==> config.mk <==
export PLATFORM = sky130hd
export DESIGN_NAME = pifp_top
export DESIGN_NICKNAME = d
export VERILOG_FILES = /design/src/hw/pifp_pkg.sv /design/src/hw/pifp_top.sv
export SDC_FILE = /design/constraint.sdc
export NUM_CORES = 1
export LEC_CHECK = 0
export BUFFER_PORTS_ARGS = -buffer_cell sky130_fd_sc_hd__buf_2
export CAP_MARGIN = 20
export CORE_UTILIZATION = 24
export CTS_BUF_LIST = sky130_fd_sc_hd__clkbuf_16
export CTS_CLUSTER_DIAMETER = 30
export DETAILED_ROUTE_END_ITERATION = 16
export PLACE_DENSITY = 0.51
export SLEW_MARGIN = 20
export SYNTH_ARGS = -nofsm -noshare
export SYNTH_HDL_FRONTEND = slang
export SYNTH_SLANG_ARGS = --single-unit
==> constraint.sdc <==
create_clock -name clk_in -period 2 [get_ports clk_in]
set_input_delay 0.1 -clock clk_in [delete_from_list [all_inputs] [get_ports clk_in]]
set_output_delay 0.1 -clock clk_in [all_outputs]
set_load 0.01 [all_outputs]
==> src/hw/pifp_pkg.sv <==
// package: offsets, field layout and reset values of the peripheral interrupt block
package pifp_pkg;
	// ********************
	// register byte offsets
	// ********************
	localparam logic [4:0] OFF_FLAGS_TWO = 5'h00;
	localparam logic [4:0] OFF_EN_ONE    = 5'h04;
	localparam logic [4:0] OFF_EN_TWO    = 5'h08;
	localparam logic [4:0] OFF_PRIO_ONE  = 5'h0C;
	localparam logic [4:0] OFF_PRIO_TWO  = 5'h10;
	localparam logic [4:0] OFF_RST_CTRL  = 5'h14;
	localparam logic [4:0] OFF_GLOBAL    = 5'h18;
	// ********************
	// bit positions
	// ********************
	localparam int B_CLK_FAIL = 7;
	localparam int B_CMP      = 6;
	localparam int B_NONE     = 5;
	localparam int B_NV_WR    = 4;
	localparam int B_BUS_COL  = 3;
	localparam int B_VOLT     = 2;
	localparam int B_TMR3     = 1;
	localparam int B_CCP2     = 0;
	localparam int B_PAR_PORT = 7;
	localparam int B_PRIO_EN  = 7;
	localparam int B_SBOR     = 6;
	localparam int B_RST_INS  = 4;
	localparam int B_WDOG     = 3;
	localparam int B_SLEEP    = 2;
	localparam int B_POR      = 1;
	localparam int B_BROWN    = 0;
	localparam int B_MGIE     = 7;
	localparam int B_PGIE     = 6;
	// ********************
	// masks and reset values
	// ********************
	localparam logic [7:0] MASK_TWO    = 8'hDF;
	localparam logic [7:0] MASK_ONE_28 = 8'h7F;
	localparam logic [7:0] RST_FLAGS   = 8'h00;
	localparam logic [7:0] RST_EN      = 8'h00;
	localparam logic [7:0] RST_PRIO    = 8'hFF;
	localparam logic [7:0] RST_CAUSE   = 8'h1C;
	localparam logic [1:0] MODE_CAP    = 2'h0;
	localparam logic [1:0] MODE_CMPR   = 2'h1;
	localparam logic [1:0] MODE_PWM    = 2'h2;

	// peripheral event strobes, one cycle each, except internal_oscillator, which is a level
	typedef struct packed {
		logic clock_fail;
		logic internal_oscillator;
		logic nv_write_done;
		logic bus_collision;
		logic timer_three_ovf;
		logic capcomp_two_evt;
	} pifp_evt_t;

	// reset-cause events from the core
	typedef struct packed {
		logic reset_instr;
		logic watchdog_timeout;
		logic sleep_entry;
		logic watchdog_clear;
	} pifp_cause_t;

	typedef struct packed {
		logic [7:0] flags_two;
		logic [7:0] en_one;
		logic [7:0] en_two;
		logic [7:0] prio_one;
		logic [7:0] prio_two;
		logic [7:0] rst_ctrl;
		logic       mgie;
		logic       pgie;
		logic       cfg_done;
		logic [1:0] cmp_prev;
		logic       volt_prev;
		logic       ack;
		logic [7:0] dat;
		logic       irq_high;
		logic       irq_low;
	} pifp_state_t;
endpackage

==> src/hw/pifp_top.sv <==
// module: peripheral flag, enable and priority registers with request outputs
//
// The Wishbone slave port and the address map are this design's own decisions.
`timescale 1ns/1ps
module pifp_top
	import pifp_pkg::*;
#(
	parameter bit NARROW_PKG = 1'b0
) (
	input  wire logic        clk_in,
	input  wire logic        rstn_in,
	input  wire logic        wb_cyc_in,
	input  wire logic        wb_stb_in,
	input  wire logic        wb_we_in,
	input  wire logic [4:0]  wb_adr_in,
	input  wire logic [3:0]  wb_sel_in,
	input  wire logic [31:0] wb_dat_in,
	output logic      [31:0] wb_dat_out,
	output logic             wb_ack_out,
	input  wire logic [7:0]  flags_one_in,
	input  wire pifp_evt_t   evt_in,
	input  wire logic [1:0]  comparator_out_in,
	input  wire logic        voltage_above_in,
	input  wire logic        voltage_trip_direction_in,
	input  wire logic [1:0]  capcomp_two_mode_in,
	input  wire pifp_cause_t cause_in,
	input  wire logic        soft_brownout_cfg_in,
	output logic             irq_high_out,
	output logic             irq_low_out,
	output logic             priority_levels_enable_out
);
	// ********************
	// helpers
	// ********************
	function automatic logic hit(input logic [4:0] adr, input logic [4:0] off);
		hit = (adr == off);
	endfunction

	localparam logic [7:0] MASK_ONE = NARROW_PKG ? MASK_ONE_28 : 8'hFF;

	pifp_state_t st;
	pifp_state_t next_st;
	logic        wr;
	logic        rd;
	logic [7:0]  wdat;
	logic [7:0]  set_two;
	logic [7:0]  f1;
	logic [15:0] act;
	logic [15:0] pri;
	logic        volt_trip;
	logic        wr_flags;

	assign wr   = wb_cyc_in & wb_stb_in & wb_we_in & st.ack & wb_sel_in[0];
	assign rd   = wb_cyc_in & wb_stb_in & ~st.ack;
	assign wdat = wb_dat_in[7:0];
	assign f1   = flags_one_in & MASK_ONE;

	// software write to the flag register, watched by the checks
	assign wr_flags = wr & hit(wb_adr_in, OFF_FLAGS_TWO);

	// trip direction: 1 watches a rise above the level, 0 a fall below
	assign volt_trip = voltage_trip_direction_in ? (voltage_above_in & ~st.volt_prev)
		: (~voltage_above_in & st.volt_prev);

	// ********************
	// hardware set terms
	// ********************
	always_comb begin
		set_two = 8'h00;
		set_two[B_CLK_FAIL] = evt_in.clock_fail & evt_in.internal_oscillator;
		set_two[B_CMP]      = |(comparator_out_in ^ st.cmp_prev);
		set_two[B_NV_WR]    = evt_in.nv_write_done;
		set_two[B_BUS_COL]  = evt_in.bus_collision;
		set_two[B_VOLT]     = volt_trip;
		set_two[B_TMR3]     = evt_in.timer_three_ovf;
		set_two[B_CCP2]     = evt_in.capcomp_two_evt & ((capcomp_two_mode_in == MODE_CAP)
			| (capcomp_two_mode_in == MODE_CMPR));
	end

	// requests use the next flag value so that a set reaches the request outputs on the same edge as the flag
	assign act = {next_st.flags_two & st.en_two, f1 & st.en_one};
	assign pri = {st.prio_two, st.prio_one};

	// ********************
	// next state
	// ********************
	always_comb begin
		next_st = st;
		next_st.cmp_prev  = comparator_out_in;
		next_st.volt_prev = voltage_above_in;
		// flags set whatever the enables; a set beats a same-cycle clear
		if (wr && hit(wb_adr_in, OFF_FLAGS_TWO)) begin
			next_st.flags_two = (wdat | set_two) & MASK_TWO;
		end else begin
			next_st.flags_two = (st.flags_two | set_two) & MASK_TWO;
		end
		if (wr) begin
			if (hit(wb_adr_in, OFF_EN_ONE)) begin
				next_st.en_one = wdat & MASK_ONE;
			end else if (hit(wb_adr_in, OFF_EN_TWO)) begin
				next_st.en_two = wdat & MASK_TWO;
			end else if (hit(wb_adr_in, OFF_PRIO_ONE)) begin
				next_st.prio_one = wdat & MASK_ONE;
			end else if (hit(wb_adr_in, OFF_PRIO_TWO)) begin
				next_st.prio_two = wdat & MASK_TWO;
			end else if (hit(wb_adr_in, OFF_RST_CTRL)) begin
				// watchdog and power-down status are read-only
				next_st.rst_ctrl[B_PRIO_EN] = wdat[B_PRIO_EN];
				next_st.rst_ctrl[B_SBOR]    = wdat[B_SBOR];
				next_st.rst_ctrl[B_RST_INS] = wdat[B_RST_INS];
				next_st.rst_ctrl[B_POR]     = wdat[B_POR];
				next_st.rst_ctrl[B_BROWN]   = wdat[B_BROWN];
			end else if (hit(wb_adr_in, OFF_GLOBAL)) begin
				next_st.mgie = wdat[B_MGIE];
				next_st.pgie = wdat[B_PGIE];
			end
		end
		// reset-cause events override a software write of the same cycle
		if (cause_in.reset_instr) begin
			next_st.rst_ctrl[B_RST_INS] = 1'b0;
		end
		if (cause_in.watchdog_clear) begin
			next_st.rst_ctrl[B_WDOG]  = 1'b1;
			next_st.rst_ctrl[B_SLEEP] = 1'b1;
		end
		if (cause_in.watchdog_timeout) begin
			next_st.rst_ctrl[B_WDOG] = 1'b0;
		end
		if (cause_in.sleep_entry) begin
			next_st.rst_ctrl[B_SLEEP] = 1'b0;
		end
		// strap is caught on the first edge after release, never under reset
		if (!st.cfg_done) begin
			next_st.cfg_done = 1'b1;
			next_st.rst_ctrl[B_SBOR] = soft_brownout_cfg_in;
		end
		next_st.rst_ctrl[B_NONE] = 1'b0;
		// ********************
		// bus answer: ack one edge after request, write lands on the edge after the ack edge
		// ********************
		next_st.ack = rd;
		next_st.dat = 8'h00;
		if (rd) begin
			if (hit(wb_adr_in, OFF_FLAGS_TWO)) begin
				next_st.dat = st.flags_two;
			end else if (hit(wb_adr_in, OFF_EN_ONE)) begin
				next_st.dat = st.en_one;
			end else if (hit(wb_adr_in, OFF_EN_TWO)) begin
				next_st.dat = st.en_two;
			end else if (hit(wb_adr_in, OFF_PRIO_ONE)) begin
				next_st.dat = st.prio_one;
			end else if (hit(wb_adr_in, OFF_PRIO_TWO)) begin
				next_st.dat = st.prio_two;
			end else if (hit(wb_adr_in, OFF_RST_CTRL)) begin
				next_st.dat = st.rst_ctrl;
			end else if (hit(wb_adr_in, OFF_GLOBAL)) begin
				next_st.dat = {st.mgie, st.pgie, 6'h00};
			end
		end
		// ********************
		// request outputs
		// ********************
		if (st.rst_ctrl[B_PRIO_EN]) begin
			next_st.irq_high = st.mgie & |(act & pri);
			next_st.irq_low  = st.mgie & st.pgie & |(act & ~pri);
		end else begin
			next_st.irq_high = st.mgie & st.pgie & |act;
			next_st.irq_low  = 1'b0;
		end
	end

	always_ff @(posedge clk_in or negedge rstn_in) begin
		if (!rstn_in) begin
			st           <= '0;
			st.flags_two <= RST_FLAGS;
			st.en_one    <= RST_EN;
			st.en_two    <= RST_EN;
			st.prio_one  <= RST_PRIO & MASK_ONE;
			st.prio_two  <= RST_PRIO & MASK_TWO;
			st.rst_ctrl  <= RST_CAUSE;
		end else begin
			st <= next_st;
		end
	end

	assign wb_ack_out                 = st.ack;
	assign wb_dat_out                 = {24'h000000, st.dat};
	assign irq_high_out               = st.irq_high;
	assign irq_low_out                = st.irq_low;
	assign priority_levels_enable_out = st.rst_ctrl[B_PRIO_EN];

	// ********************
	// checks
	// ********************
	AST_CLK_FAIL: assert property (@(posedge clk_in) disable iff (!rstn_in)
		evt_in.clock_fail && evt_in.internal_oscillator |=> st.flags_two[B_CLK_FAIL])
		else $error("clock fail flag not set");
	AST_CMP: assert property (@(posedge clk_in) disable iff (!rstn_in)
		comparator_out_in != $past(comparator_out_in) && st.cfg_done
		|=> st.flags_two[B_CMP])
		else $error("comparator flag missed");
	AST_PWM: assert property (@(posedge clk_in) disable iff (!rstn_in)
		!st.flags_two[B_CCP2] && capcomp_two_mode_in == MODE_PWM
		&& !(wr && hit(wb_adr_in, OFF_FLAGS_TWO)) |=> !st.flags_two[B_CCP2])
		else $error("capture flag set in pwm");
	AST_BIT5: assert property (@(posedge clk_in) disable iff (!rstn_in)
		!st.flags_two[B_NONE] && !st.en_two[B_NONE] && !st.prio_two[B_NONE]
		&& !st.rst_ctrl[B_NONE])
		else $error("bit 5 not zero");
	AST_SINGLE: assert property (@(posedge clk_in) disable iff (!rstn_in)
		!st.rst_ctrl[B_PRIO_EN] && !st.pgie |=> !irq_high_out && !irq_low_out)
		else $error("request without peripheral enable");
	AST_NARROW: assert property (@(posedge clk_in) disable iff (!rstn_in)
		NARROW_PKG |-> !st.en_one[B_PAR_PORT] && !st.prio_one[B_PAR_PORT])
		else $error("parallel port bit present");
	AST_LOW: assert property (@(posedge clk_in) disable iff (!rstn_in)
		st.rst_ctrl[B_PRIO_EN] && st.mgie && st.pgie && |(act & ~pri)
		|=> irq_low_out)
		else $error("low request missing");
	AST_HIGH: assert property (@(posedge clk_in) disable iff (!rstn_in)
		!st.mgie |=> !irq_high_out)
		else $error("high request without master enable");
	AST_ACK: assert property (@(posedge clk_in) disable iff (!rstn_in)
		wb_ack_out |=> !wb_ack_out)
		else $error("ack held two cycles");

	// ********************
	// flag checks
	// ********************
	AST_FLAG_KEEP: assert property (@(posedge clk_in) disable iff (!rstn_in)
		!wr_flags
		|=> (st.flags_two & $past(st.flags_two)) == $past(st.flags_two))
		else $error("flag cleared without software");
	AST_FLAG_CLEAR: assert property (@(posedge clk_in) disable iff (!rstn_in)
		wr_flags && wdat == 8'h00 && set_two == 8'h00
		|=> st.flags_two == 8'h00)
		else $error("software clear of flags lost");
	AST_NV_WR: assert property (@(posedge clk_in) disable iff (!rstn_in)
		evt_in.nv_write_done
		|=> st.flags_two[B_NV_WR])
		else $error("write complete flag not set");
	AST_NV_QUIET: assert property (@(posedge clk_in) disable iff (!rstn_in)
		!evt_in.nv_write_done && !st.flags_two[B_NV_WR] && !wr_flags
		|=> !st.flags_two[B_NV_WR])
		else $error("write complete flag set without a write");
	AST_BUS_COL: assert property (@(posedge clk_in) disable iff (!rstn_in)
		evt_in.bus_collision
		|=> st.flags_two[B_BUS_COL])
		else $error("bus collision flag not set");
	AST_VOLT_RISE: assert property (@(posedge clk_in) disable iff (!rstn_in)
		voltage_trip_direction_in && voltage_above_in && !st.volt_prev
		|=> st.flags_two[B_VOLT])
		else $error("rising voltage trip missed");
	AST_VOLT_FALL: assert property (@(posedge clk_in) disable iff (!rstn_in)
		!voltage_trip_direction_in && !voltage_above_in && st.volt_prev
		|=> st.flags_two[B_VOLT])
		else $error("falling voltage trip missed");
	AST_VOLT_QUIET: assert property (@(posedge clk_in) disable iff (!rstn_in)
		voltage_above_in == st.volt_prev && !st.flags_two[B_VOLT] && !wr_flags
		|=> !st.flags_two[B_VOLT])
		else $error("voltage flag set without a trip");
	AST_TMR3: assert property (@(posedge clk_in) disable iff (!rstn_in)
		evt_in.timer_three_ovf
		|=> st.flags_two[B_TMR3])
		else $error("timer three flag not set");
	AST_CCP2_SET: assert property (@(posedge clk_in) disable iff (!rstn_in)
		evt_in.capcomp_two_evt && (capcomp_two_mode_in == MODE_CAP || capcomp_two_mode_in == MODE_CMPR)
		|=> st.flags_two[B_CCP2])
		else $error("capture compare flag not set");

	// ********************
	// register checks
	// ********************
	AST_EN_ONE_WR: assert property (@(posedge clk_in) disable iff (!rstn_in)
		wr && hit(wb_adr_in, OFF_EN_ONE)
		|=> st.en_one == ($past(wdat) & MASK_ONE))
		else $error("first enable write lost");
	AST_EN_TWO_WR: assert property (@(posedge clk_in) disable iff (!rstn_in)
		wr && hit(wb_adr_in, OFF_EN_TWO)
		|=> st.en_two == ($past(wdat) & MASK_TWO))
		else $error("second enable write lost");
	AST_PRIO_ONE_WR: assert property (@(posedge clk_in) disable iff (!rstn_in)
		wr && hit(wb_adr_in, OFF_PRIO_ONE)
		|=> st.prio_one == ($past(wdat) & MASK_ONE))
		else $error("first priority write lost");
	AST_PRIO_TWO_WR: assert property (@(posedge clk_in) disable iff (!rstn_in)
		wr && hit(wb_adr_in, OFF_PRIO_TWO)
		|=> st.prio_two == ($past(wdat) & MASK_TWO))
		else $error("second priority write lost");
	AST_PRIO_EN_WR: assert property (@(posedge clk_in) disable iff (!rstn_in)
		wr && hit(wb_adr_in, OFF_RST_CTRL)
		|=> priority_levels_enable_out == $past(wdat[B_PRIO_EN]))
		else $error("priority enable write lost");
	AST_RI: assert property (@(posedge clk_in) disable iff (!rstn_in)
		cause_in.reset_instr
		|=> !st.rst_ctrl[B_RST_INS])
		else $error("reset instruction cause not recorded");
	AST_TO: assert property (@(posedge clk_in) disable iff (!rstn_in)
		cause_in.watchdog_timeout
		|=> !st.rst_ctrl[B_WDOG])
		else $error("watchdog cause not recorded");
	AST_PD: assert property (@(posedge clk_in) disable iff (!rstn_in)
		cause_in.sleep_entry
		|=> !st.rst_ctrl[B_SLEEP])
		else $error("power down cause not recorded");
	AST_RO: assert property (@(posedge clk_in) disable iff (!rstn_in)
		!cause_in.watchdog_clear && !cause_in.watchdog_timeout && !cause_in.sleep_entry
		|=> st.rst_ctrl[B_WDOG] == $past(st.rst_ctrl[B_WDOG]) && st.rst_ctrl[B_SLEEP] == $past(st.rst_ctrl[B_SLEEP]))
		else $error("read-only cause bit changed");
	AST_SBOR: assert property (@(posedge clk_in) disable iff (!rstn_in)
		!st.cfg_done
		|=> st.rst_ctrl[B_SBOR] == $past(soft_brownout_cfg_in))
		else $error("brown-out enable strap not loaded");

	// ********************
	// request and bus checks
	// ********************
	AST_HIGH_SINGLE: assert property (@(posedge clk_in) disable iff (!rstn_in)
		!st.rst_ctrl[B_PRIO_EN] && st.mgie && st.pgie && |act
		|=> irq_high_out)
		else $error("single level request missing");
	AST_LOW_SINGLE: assert property (@(posedge clk_in) disable iff (!rstn_in)
		!st.rst_ctrl[B_PRIO_EN]
		|=> !irq_low_out)
		else $error("low request without priority levels");
	AST_HIGH_PRIO: assert property (@(posedge clk_in) disable iff (!rstn_in)
		st.rst_ctrl[B_PRIO_EN] && st.mgie && |(act & pri)
		|=> irq_high_out)
		else $error("high request missing");
	AST_HIGH_NONE: assert property (@(posedge clk_in) disable iff (!rstn_in)
		st.rst_ctrl[B_PRIO_EN] && !(|(act & pri))
		|=> !irq_high_out)
		else $error("high request without a high source");
	AST_LOW_NONE: assert property (@(posedge clk_in) disable iff (!rstn_in)
		st.rst_ctrl[B_PRIO_EN] && !(|(act & ~pri))
		|=> !irq_low_out)
		else $error("low request without a low source");
	AST_LOW_PGIE: assert property (@(posedge clk_in) disable iff (!rstn_in)
		!st.pgie
		|=> !irq_low_out)
		else $error("low request without peripheral enable");
	AST_NO_EN: assert property (@(posedge clk_in) disable iff (!rstn_in)
		act == 16'h0000
		|=> !irq_high_out && !irq_low_out)
		else $error("request without enabled flag");
	AST_ACK_ONE: assert property (@(posedge clk_in) disable iff (!rstn_in)
		wb_cyc_in && wb_stb_in && !wb_ack_out
		|=> wb_ack_out)
		else $error("ack not given one cycle after request");
	AST_DAT_IDLE: assert property (@(posedge clk_in) disable iff (!rstn_in)
		!wb_ack_out
		|-> wb_dat_out == 32'h00000000)
		else $error("read data outside ack");
	AST_NO_SEL: assert property (@(posedge clk_in) disable iff (!rstn_in)
		wb_cyc_in && wb_stb_in && wb_we_in && !wb_sel_in[0] && hit(wb_adr_in, OFF_PRIO_TWO)
		|=> $stable(st.prio_two))
		else $error("write without byte lane landed");
endmodule

# Word-level counts from Yosys, hierarchy flattened
# Cells that the tools add are included.
op_classes:
  eq_ne: 17
  mux: 28
  bitwise_logic: 30
  reduce_logical: 19
ops:
  columns: ["cell", "count"]
  rows:
  - ["$mux 8", 9]
  - ["$reduce_or 16->1", 3]
  - ["$and 16x16->16", 2]
  - ["$reduce_and 6->1", 3]
  - ["$mux 1", 17]
  - ["$and 8x8->8", 2]
  - ["$ne 2x2->1 const B", 8]
  - ["$not 16->16", 1]
  - ["$or 8x8->8", 2]
  - ["$eq 5x5->1 const B", 3]
  - ["$and 1x1->1", 13]
  - ["$eq 5x4->1 const B", 2]
  - ["$not 1->1", 8]
  - ["$reduce_bool 2->1", 4]
  - ["$reduce_and 7->1", 1]
  - ["$eq 5x3->1 const B", 1]
  - ["$logic_not 5->1", 1]
  - ["$reduce_and 5->1", 1]
  - ["$mux 2", 2]
  - ["$ne 2x1->1 const B", 2]
  - ["$reduce_and 4->1", 1]
  - ["$reduce_and 3->1", 1]
  - ["$eq 2x1->1 const B", 1]
  - ["$logic_not 2->1", 1]
  - ["5 further kinds", 5]
totals:
  regBits: 62
  inputBits: 71
  output_inout_bits: 36
  word_cells: 113

# Depth between registers and ports, before layout
# Gate-level depths: netlist of the first run.
logic_depth:
  word_depth: 11
  ltp_mapped: 9
  mapped_depth_nobuf: 7

# Worst setup path after synthesis of the first run
# No wires, ideal clock.
synth_timing:
  path_kind: "in2reg"
  from: "in wb_adr_in[4]"
  to: "reg st, in the netlist irq_high_out"
  setup_time_ns: 0.101
  t_arrival_ns: 1.849
  required_time_ns: 1.899
  slack_ns: 0.050
  cell_stages: 8
  n_path_buf: 2
  cell_sequence: "buf_6 or4_4 buf_6 nor3_4 mux2i_1 nand2_1 and4b_1 o32ai_1"
synth_rtl:
  columns: ["element", "line_no", "rtl"]
  rows:
  - ["start: declaration", "pifp_top.sv:15", "input wire logic [4:0] wb_adr_in,"]
  - ["end signal: assignment", "pifp_top.sv:182", "st <= next_st;"]
  - ["end: declaration", "pifp_top.sv:41", "pifp_state_t st;"]

==> summary.txt, run 1 <==
Initial antenna violation count: 0
Clock sink total: 61
Maxcap violations: 0
CTS H-Tree Depth: 3
Buffers on Ports: 54
Worst setup margin: 0.0767 ns
Hold/Removal Path Class: input pin to flop
Startpoint types: flop
Seq/Total Area, Yosys: 46.0%
Leak: 2.00 nW
Share of cells above drive strength 1: 38.5%
Cell variety after synth: 51
Pre-CTS setup slack: -0.103 ns
CP required: 2.22 ns
Top Ports: 107
Vias per cell: 4.64
Area of the mapped netlist: 0.00337 mm^2
Via count: 2749
Most common cell in the netlist: dfrtp_1
Status: finished clean
CP delay by family, top: compound AO/OA/AOI/OAI gates
Synth Instances: 318
Routability cong.: 0.853
P per Cell Area: 730 mW/mm^2
# setup viols final: 0
Clk buf depth: 2
WP buf/inv: 1
Synth top area cells: dfrtp_1, dfstp_2, mux2_2
Fmax: 0.520 GHz
Register clock-pin slew on the reported worst setup and hold paths: 0.06 ns
Worst setup EP type: flop
Die Span X: 120 um
Root buffer cell: clkbuf_16
Fillers: 1445
Fin. max-slew vios: 0
Routed WL: 9.80 mm
# DRC: 0
FF-to-FF setup slack: 0.08 ns
TritonCTS Buffers: 9
Dpl hpwl: 7.36 mm
Highest fanout seen on the critical path: 6
Asr flop ratio synth: 100%
Skew-Pair Late Insertion Delay: 0.34 ns
Core box area: 0.0135 mm^2
Unrepaired setup endpoints after global routing: yes
Gr usage total: 14.5%
Avg Cell Area, Syn: 10.6 um^2
CP cell instances: and4_2 -> a311o_1 -> nand2_1 -> inv_1 -> a211oi_1 -> and4b_1 -> o32ai_1
Synth cell count leaders: dfrtp_1, buf_4, nor2_1, mux2_2, nand2_1
TritonRoute pass-1 iters: 5
Global route overflow: 0
Period utilisation layout: 96.2%
Worst VDD drop: 0.000435 V
Die span in y: 120 um
Final hold vios: 0
Initial Util: 25.0%
Synthesis Warnings: 0
Tmin final: 1.92 ns
Area delta synth->final: 29.5%
Initial DRC count: 166
Share of the synthesized area in the top cell type: 31.9%
FF+latch count, synth: 61
CTS tree: done
Area leader, netlist: dfrtp_1
CP arrival: 2.15 ns
DIE AREA: 0.0145 mm^2
Critical path class: flop to flop
Largest net degree at the start of global routing: 62
Ant. Diodes: 0
Dominant synthesized flop cell: dfrtp_1
Setup Skew: 0.0126 ns
Design Power: 3.18 mW
Slowest CP cell: a311o_1
Nets: 482
Routed Antenna Nets: 0
Average wire per standard cell: 16.5 um
Global-route wire length before repair: 15.4 mm
Number of global-route vias before repair: 2750
Post-synth EDFFs: 0
# rows: 42
Largest stage delay on the critical path: 0.39 ns
==> routing by layer <==
layer  up-vias  wire, um  GRT usage, %
met3        11       514          3.30
li1       1285         -             -
met2        88      4470          22.0
met5         -         0             0
met1      1365      4670          19.7
met4         0       144          6.40
==> worst min-delay path, stage by stage <==
cell and delay, ns:
buf_2 0.10, nor2_1 0.08, a21oi_1 0.05
==> layout by cell type (no fill, tap or decap), drive strengths merged, types with 2 or more instances in the layout <==
cell | netlist | final
nor2b | 3 | 3
a21oi | 8 | 8
a31oi | 3 | 3
o31a | 2 | 2
clkbuf | 5 | 9
conb | 2 | 25
o211ai | 2 | 2
o31ai | 3 | 3
xor2 | 2 | 2
nor2 | 31 | 31
dfstp | 18 | 18
or2 | 2 | 2
clkinv | 0 | 2
nand4 | 11 | 11
o21ai | 10 | 10
mux2 | 34 | 34
nand3 | 14 | 14
inv | 8 | 10
buf | 37 | 91
nor3 | 2 | 2
a32oi | 2 | 2
dlygate4sd3 | 0 | 10
nand3b | 2 | 2
o22ai | 11 | 11
dfrtp | 43 | 43
mux2i | 18 | 18
nand2 | 25 | 25
a31o | 3 | 3
bufinv | 0 | 2
==> kinds of logic after synthesis <==
| kind of cell | Yosys count | share of synthesized area, % |
|---|---|---|
| buf+inv | 50 | 9.62 |
| mux | 53 | 17.4 |
| other cells | 2 | 0.223 |
| simple gates | 98 | 14.9 |
| flops | 61 | 46.0 |
| xor+xnor | 2 | 0.520 |
| compound gates | 52 | 11.4 |
==> worst paths after layout <==
| check | from | to | cells after the start |
|---|---|---|---|
| max | wb_ack_out | irq_high_out | 7 |
| min | soft_brownout_cfg_in | st[23] | 3 |
| max reg2reg | wb_ack_out | irq_high_out | 7 |
| min reg2reg | st[14] | st[23] | 1 |
| max in group asynchronous | rstn_in | pri[5] | 3 |
| min in group asynchronous | rstn_in | st[11] | 3 |
==> what timing repair did <==
action,CTS,global route
hold endpoints to repair,50,0
resized for setup,0,4
endpoints found under the setup margin,0,4
hold buffers,10,0
setup buffers,0,1
==> area by class of cell <==
cell class	count	area (um^2)	area share, %
flip-flops and latches	61	1550	35.5
clock buffers	9	225	5.16
inverters	8	30.0	0.688
well taps	176	220	5.05
multi-input cells	230	1590	36.5
repair buffers	101	661	15.1
clock inverters	7	83.8	1.92
==> metrics by stage <==
stage               std cells  setup TNS, ns  cell area (um^2)  hold slack, ns  util (%)
floorplan                 341              0              3450          -0.196         -
global placement          565         -0.223              3930           0.138      29.2
detailed placement        565         -0.170              3930           0.143      29.2
CTS                       591              0              4340          0.0237      32.3
global route              592        -0.0158              4360          0.0340      32.4
finish                    592              0              4360          0.0386      32.4
==> power by group <==
part	internal (mW)	switching (mW)	total [mW]	leakage, nW
registers	1.26	0.0170	1.28	0.716
clock network	1.07	0.552	1.62	0.155
logic	0.114	0.163	0.277	1.12
==> registers in the layout (all words and copies together), names as in the netlist <==
register	flops
wb_ack_out	1
wb_dat_out	8
st	34
priority_levels_enable_out	1
irq_low_out	1
irq_high_out	1
pri	15
Note: power is estimated with default switching activity, not from simulation.
==> run 2: changes to the inputs <==
--- a/config.mk
+++ b/config.mk
@@ -5,6 +5,7 @@
 export SDC_FILE = /design/constraint.sdc
 export NUM_CORES = 1
 export LEC_CHECK = 0
+export ABC_AREA = 1
 export BUFFER_PORTS_ARGS = -buffer_cell sky130_fd_sc_hd__buf_2
 export CAP_MARGIN = 20
 export CORE_UTILIZATION = 24
@@ -12,6 +13,7 @@
 export CTS_CLUSTER_DIAMETER = 30
 export DETAILED_ROUTE_END_ITERATION = 16
 export PLACE_DENSITY = 0.51
+export SETUP_SLACK_MARGIN = 0.4
 export SLEW_MARGIN = 20
 export SYNTH_ARGS = -nofsm -noshare
 export SYNTH_HDL_FRONTEND = slang
==> summary.txt, run 2 <==
# DRC: 0 (unchanged)
Top Ports: 107 (unchanged)
Synth Instances: 404 (was 318)
Initial antenna violation count: 0 (unchanged)
Root buffer cell: clkbuf_16 (unchanged)
Clk buf depth: 2 (unchanged)
DIE AREA: 0.0146 mm^2 (was 0.0145 mm^2)
Worst r2r dst: irq_low_out (was irq_high_out)
CP cell instances: nand3_2 -> nor2_4 -> buf_6 -> nand3_1 -> nand3_4 -> nand3_1 -> o21ai_1 -> nor2_1 -> a21oi_1 (was and4_2 -> a311o_1 -> nand2_1 -> inv_1 -> a211oi_1 -> and4b_1 -> o32ai_1)
Synth cell count leaders: nand2_1, dfrtp_1, buf_4, inv_1, nand3_1 (was dfrtp_1, buf_4, nor2_1, mux2_2, nand2_1)
Hold/Removal Path Class: input pin to flop (unchanged)
Die span in y: 121 um (was 120 um)
Largest stage delay on the critical path: 0.37 ns (was 0.39 ns)
Post-route core utilization: 30.9% (was 32.4%)
Routed WL: 9.53 mm (was 9.80 mm)
Dpl hpwl: 7.29 mm (was 7.36 mm)
Average wire per standard cell: 14.5 um (was 16.5 um)
Status: finished clean (unchanged)
Final hold slack: 0.00705 ns (was 0.0386 ns)
Pre-CTS setup slack: 0.178 ns (was -0.103 ns)
Reg2Reg Depth: 9 (was 7)
Setup Skew: 0.00705 ns (was 0.0126 ns)
Clock sink total: 61 (unchanged)
Vias per cell: 4.44 (was 4.64)
Global-route wire length before repair: 15.0 mm (was 15.4 mm)
Leak: 1.99 nW (was 2.00 nW)
Maxcap violations: 0 (unchanged)
CTS tree: done (unchanged)
Cell variety after synth: 36 (was 51)
Number of global-route vias before repair: 2915 (was 2750)
Buffers on Ports: 54 (unchanged)
Seq/Total Area, Yosys: 45.7% (was 46.0%)
TNS Setup: 0 ns (unchanged)
Fillers: 1447 (was 1445)
FF+latch count, synth: 61 (unchanged)
Finished Cell Area: 0.00428 mm^2 (was 0.00436 mm^2)
Nets: 545 (was 482)
Unrepaired setup endpoints after global routing: yes (unchanged)
Most common cell in the netlist: nand2_1 (was dfrtp_1)
Slew margin rel.: 60.7%
Non-filler cells, final: 659 (was 592)
Asr flop ratio synth: 100% (unchanged)
Avg Cell Area, Syn: 8.38 um^2 (was 10.6 um^2)
Design Power: 3.14 mW (was 3.18 mW)
Post-synth EDFFs: 0 (unchanged)
CTS H-Tree Depth: 3 (unchanged)
FF+latch area: 0.00155 mm^2 (unchanged)
Register clock-pin slew on the reported worst setup and hold paths: 0.05 ns (was 0.06 ns)
Worst setup EP type: flop (unchanged)
Final hold vios: 0 (unchanged)
Cell mode on critical path: nand3_1
Period utilisation layout: 80.1% (was 96.2%)
Fin. max-slew vios: 0 (unchanged)
Critical path class: flop to flop (unchanged)
Share of the synthesized area in the top cell type: 31.8% (was 31.9%)
Share of cells above drive strength 1: 30.5% (was 38.5%)
Via count: 2928 (was 2749)
Largest net degree at the start of global routing: 28 (was 62)
Tmin final: 1.60 ns (was 1.92 ns)
P per Cell Area: 734 mW/mm^2 (was 730 mW/mm^2)
Most frequent cells in the layout: nand2_1, buf_2, dfrtp_1 (was buf_2, dfrtp_1, buf_4)
Fmax: 0.624 GHz (was 0.520 GHz)
TritonCTS Buffers: 9 (unchanged)
# rows: 43 (was 42)
Core box area: 0.0138 mm^2 (was 0.0135 mm^2)
CP arrival: 1.85 ns (was 2.15 ns)
Worst flop-to-flop path startpoint: wb_ack_out (unchanged)
Gr usage total: 13.9% (was 14.5%)
Dominant synthesized flop cell: dfrtp_1 (unchanged)
Startpoint types: flop (unchanged)
Slowest CP cell: dfrtp_1 (was a311o_1)
Footprint of the multi-input gates: 0.00156 mm^2 (was 0.00159 mm^2)
Max reg flops: 34 (unchanged)
Routed Antenna Nets: 0 (unchanged)
CP required: 2.24 ns (was 2.22 ns)
Worst slew pin tran: 0.588 ns
Area delta synth->final: 26.3% (was 29.5%)
Synth top area cells: dfrtp_1, dfstp_2, nand2_1 (was dfrtp_1, dfstp_2, mux2_2)
Initial DRC count: 164 (was 166)
Global route overflow: 0 (unchanged)
DP Area: 0.00373 mm^2 (was 0.00393 mm^2)
FF-to-FF setup slack: 0.40 ns (was 0.08 ns)
Area of the mapped netlist: 0.00339 mm^2 (was 0.00337 mm^2)
Ant. Diodes: 0 (unchanged)
Post-Place Cells: 628 (was 565)
Initial Util: 24.5% (was 25.0%)
Worst Hold End: pri[8] (was st[23])
Hold Path Stages: 3 (unchanged)
Skew-Pair Late Insertion Delay: 0.33 ns (was 0.34 ns)
CP Launch Point: wb_ack_out (unchanged)
Worst setup margin: 0.399 ns (was 0.0767 ns)
Area leader, netlist: dfrtp_1 (unchanged)
Worst min-delay path startpoint: wb_dat_in[0] (was soft_brownout_cfg_in)
Highest fanout seen on the critical path: 8 (was 6)
Die Span X: 121 um (was 120 um)
# setup viols final: 0 (unchanged)
Routability cong.: 0.845 (was 0.853)
Leading cell type in the layout, fill and taps excluded: nand2_1 (was buf_2)
Largest Register: st (unchanged)
TritonRoute pass-1 iters: 6 (was 5)
Synthesis Warnings: 0 (unchanged)
Worst VDD drop: 0.000406 V (was 0.000435 V)
-- run 2: cell types whose count changed after synthesis, sizes merged, moves of 4 or more --
cell	before	now
o221ai	0	7
nand3	14	35
o21ai	10	50
nor2	31	26
a21oi	8	24
mux2	34	0
inv	8	38
o22ai	11	7
mux2i	18	0
nand4	11	4
nand2	25	99
clkbuf	5	1
-- run 2: area by class of cell --
type                       instances  area share (%)
clock buffer                       9            5.27
tap                              180            5.27
multi-input combinational        288            36.5
clock inverter                     7            1.93
timing repair buffer              75            11.4
inverter                          39            3.42
sequential                        61            36.2
-- run 2: worst max-delay path, delay by kind of cell (launching register included) --
family / cells / cell delay [ns]
buffers and inverters: 1 / 0.19
AND/OR/NAND/NOR: 6 / 0.70
AO/OA/AOI/OAI: 2 / 0.27
flip-flops: 1 / 0.37
-- run 2: power breakdown --
group          internal, mW  total [mW]  switching (mW)
sequential             1.27        1.28          0.0158
combinational        0.0890       0.248           0.159
clock                  1.07        1.61           0.538
-- run 2: metal layers --
metal / up-vias / global-route usage, % / share of wire [%] / wire length, um
met5: - / 0 / 0 / 0
met4: 0 / 7.10 / 2.7 / 257
met3: 19 / 3.87 / 6.0 / 576
met2: 106 / 21.8 / 48 / 4530
met1: 1373 / 17.4 / 44 / 4170
li1: 1430 / - / - / -
-- run 2: logic make-up (layout without fill, tap and decap cells) --
| group | Yosys count | count (layout) | synth area share [%] |
|---|---|---|---|
| buf+inv | 78 | 130 | 13.0 |
| other cells | 2 | 25 | 0.222 |
| compound gates | 94 | 94 | 16.2 |
| flops | 61 | 61 | 45.7 |
| simple gates | 167 | 167 | 24.3 |
| xor+xnor | 2 | 2 | 0.517 |
-- run 2: what timing repair did --
item | CTS | global route
pin swaps | 0 | 7
resized for setup | 2 | 17
hold buffers | 11 | 0
endpoints found under the hold margin | 22 | 0
setup buffers | 0 | 4
setup endpoints to repair | 14 | 11
-- run 2: worst max-delay path by stage --
stage | endpoint | slack [ns] | cells past startpoint
3_5_place_dp | pri[15] | 0.18 | 10
4_1_cts | irq_low_out | 0.40 | 9
2_1_floorplan | st[45] | 0.55 | 7
3_3_place_gp | pri[10] | 0.25 | 10
6_report | irq_low_out | 0.40 | 9
5_1_grt | irq_high_out | 0.28 | 11
==> run 3: changes to the inputs <==
--- a/config.mk
+++ b/config.mk
@@ -12,7 +12,7 @@
 export CTS_BUF_LIST = sky130_fd_sc_hd__clkbuf_16
 export CTS_CLUSTER_DIAMETER = 30
 export DETAILED_ROUTE_END_ITERATION = 16
-export PLACE_DENSITY = 0.51
+export PLACE_DENSITY = 0.52
 export SETUP_SLACK_MARGIN = 0.4
 export SLEW_MARGIN = 20
 export SYNTH_ARGS = -nofsm -noshare
==> constraint.sdc (replaced) <==
create_clock -name clk_in -period 1.46 [get_ports clk_in]
set_input_delay 0.073 -clock clk_in [delete_from_list [all_inputs] [get_ports clk_in]]
set_output_delay 0.073 -clock clk_in [all_outputs]
set_load 0.01 [all_outputs]
==> summary.txt, run 3 (same netlist as run 2, synthesis figures left out) <==
Status: finished with violations (was finished clean)
Violated checks: setup timing
Design Power: 3.99 mW (was 3.14 mW)
Reg2Reg Depth: 11 (was 9)
Root buffer cell: clkbuf_16 (unchanged)
Unrepaired setup endpoints after global routing: yes (unchanged)
Ant. Diodes: 0 (unchanged)
Highest fanout seen on the critical path: 7 (was 8)
Vias per cell: 4.41 (was 4.44)
Clock sink total: 61 (unchanged)
Setup Skew: 0.00648 ns (was 0.00705 ns)
Routability cong.: 0.845 (about the same)
Number of global-route vias before repair: 3084 (was 2915)
Leak: 2.27 nW (was 1.99 nW)
Slowest CP cell: dfrtp_1 (unchanged)
Core box area: 0.0138 mm^2 (unchanged)
Top Ports: 107 (unchanged)
Most frequent cells in the layout: nand2_1, buf_2, dfrtp_1 (unchanged)
Fin. max-slew vios: 0 (unchanged)
Gr usage total: 15.3% (was 13.9%)
CP required: 1.67 ns (was 2.24 ns)
TritonRoute pass-1 iters: 4 (was 6)
Leading cell type in the layout, fill and taps excluded: nand2_1 (unchanged)
Dpl hpwl: 7.44 mm (was 7.29 mm)
DP Area: 0.00399 mm^2 (was 0.00373 mm^2)
Largest stage delay on the critical path: 0.35 ns (was 0.37 ns)
Period utilisation layout: 100% (was 80.1%)
TNS Setup: -0.000784 ns (was 0 ns)
Pre-CTS setup slack: -0.0292 ns (was 0.178 ns)
Maxcap violations: 0 (unchanged)
Via count: 3085 (was 2928)
Global-route wire length before repair: 16.3 mm (was 15.0 mm)
Initial DRC count: 140 (was 164)
P per Cell Area: 824 mW/mm^2 (was 734 mW/mm^2)
Tmin final: 1.46 ns (was 1.60 ns)
# setup viols final: 1 (was 0)
Die Span X: 121 um (unchanged)
CP cell instances: nand3_2 -> nor2_4 -> nand2_4 -> nand2_1 -> nand3_2 -> nand2_1 -> nand2_1 -> nor2_1 -> nand2_1 -> nand2_1 -> nand2_1 (was nand3_2 -> nor2_4 -> buf_6 -> nand3_1 -> nand3_4 -> nand3_1 -> o21ai_1 -> nor2_1 -> a21oi_1)
DIE AREA: 0.0146 mm^2 (unchanged)
Worst min-delay path startpoint: evt_in[2] (was wb_dat_in[0])
# rows: 43 (unchanged)
Nets: 587 (was 545)
Skew-Pair Late Insertion Delay: 0.33 ns (about the same)
Largest Register: st (unchanged)
Fillers: 1422 (was 1447)
CP delay by family, top: simple AND/OR/NAND/NOR gates (unchanged)
TritonCTS Buffers: 9 (unchanged)
Share of cells above drive strength 1: 42.7% (was 30.5%)
Die span in y: 121 um (unchanged)
Buffers on Ports: 54 (unchanged)
Hold Path Stages: 3 (unchanged)
Routed WL: 10.3 mm (was 9.53 mm)
Largest net degree at the start of global routing: 62 (was 28)
CTS H-Tree Depth: 3 (unchanged)
Initial antenna violation count: 0 (unchanged)
Area delta synth->final: 43.0% (was 26.3%)
# DRC: 0 (unchanged)
Global route overflow: 0 (unchanged)
Clk buf depth: 2 (unchanged)
Final hold vios: 0 (unchanged)
Average wire per standard cell: 14.7 um (was 14.5 um)
WP buf/inv: 0 (was 1)
Startpoint types: flop (unchanged)
Cell mode on critical path: nand2_1 (was nand3_1)
Critical path depth: 11 (was 9)
CTS tree: done (unchanged)
Hold/Removal Path Class: input pin to flop (unchanged)
Max reg flops: 34 (unchanged)
Worst flop-to-flop path startpoint: wb_ack_out (unchanged)
Routed Antenna Nets: 0 (unchanged)
Initial Util: 24.5% (unchanged)
Worst setup margin: -0.000784 ns (was 0.399 ns)
Worst setup EP type: flop (unchanged)
Critical path class: flop to flop (unchanged)
Register clock-pin slew on the reported worst setup and hold paths: 0.05 ns (about the same)
CP arrival: 1.67 ns (was 1.85 ns)
FF-to-FF setup slack: -0.0008 ns (was 0.40 ns)
Fmax: 0.685 GHz (was 0.624 GHz)
Post-route core utilization: 35.0% (was 30.9%)
Finished Cell Area: 0.00484 mm^2 (was 0.00428 mm^2)
Worst VDD drop: 0.000590 V (was 0.000406 V)
CP Launch Point: wb_ack_out (unchanged)
==> run 3: cell count changes in the layout (fill, tap and decap cells not counted), sizes merged <==
cell,delta
nand4,+1
inv,+1
buf,+38
bufinv,-2
dlygate4sd3,+3
==> run 3: final timing paths <==
check,end
max,irq_high_out
min,st[60]
max reg2reg,irq_high_out
min reg2reg,pri[3]
max in group asynchronous,pri[0]
min in group asynchronous,irq_high_out
==> run 3: cell type report <==
type                            count  area, um^2  area share, %
Clock buffer                        9         225           4.65
Clock inverter                      6        23.8          0.491
Inverter                           39         154           3.18
Multi-Input combinational cell    289        1790           37.0
Sequential cell                    61        1550           32.0
Tap cell                          180         225           4.65
Timing Repair Buffer              116         872           18.0
==> run 3: layer usage <==
metal	vias to the layer above	global-route usage, %	wire length [um]
li1	1525	-	-
met5	-	0	0
met1	1443	18.5	4430
met2	100	26.0	5050
met4	0	6.87	274
met3	17	3.02	538
==> run 3: worst reg2reg max path: cells and delay by family, from the launching register on <==
family / cells / cell delay [ns]
flops: 1 / 0.35
simple gates: 11 / 1.00
==> run 3: report_power, final <==
group          internal [mW]  switching, mW
registers               1.73         0.0203
logic                  0.164          0.254
clock network           1.10          0.715
==> run 3: what timing repair did <==
item                                   4_1_cts  5_1_grt
resized for setup                           62       31
setup buffers                                4        7
setup endpoints to repair                   49       55
hold buffers                                14        0
gates cloned                                 2        0
endpoints found under the hold margin       57        0
pin swaps                                    9        7
==> run 3: metrics by stage <==
step | instances | hold slack, ns
3_3_place_gp | 658 | 0.110
2_1_floorplan | 427 | -0.223
4_1_cts | 693 | -0.00128
5_1_grt | 700 | 0.0120
6_report | 700 | 0.00746
3_5_place_dp | 658 | 0.116
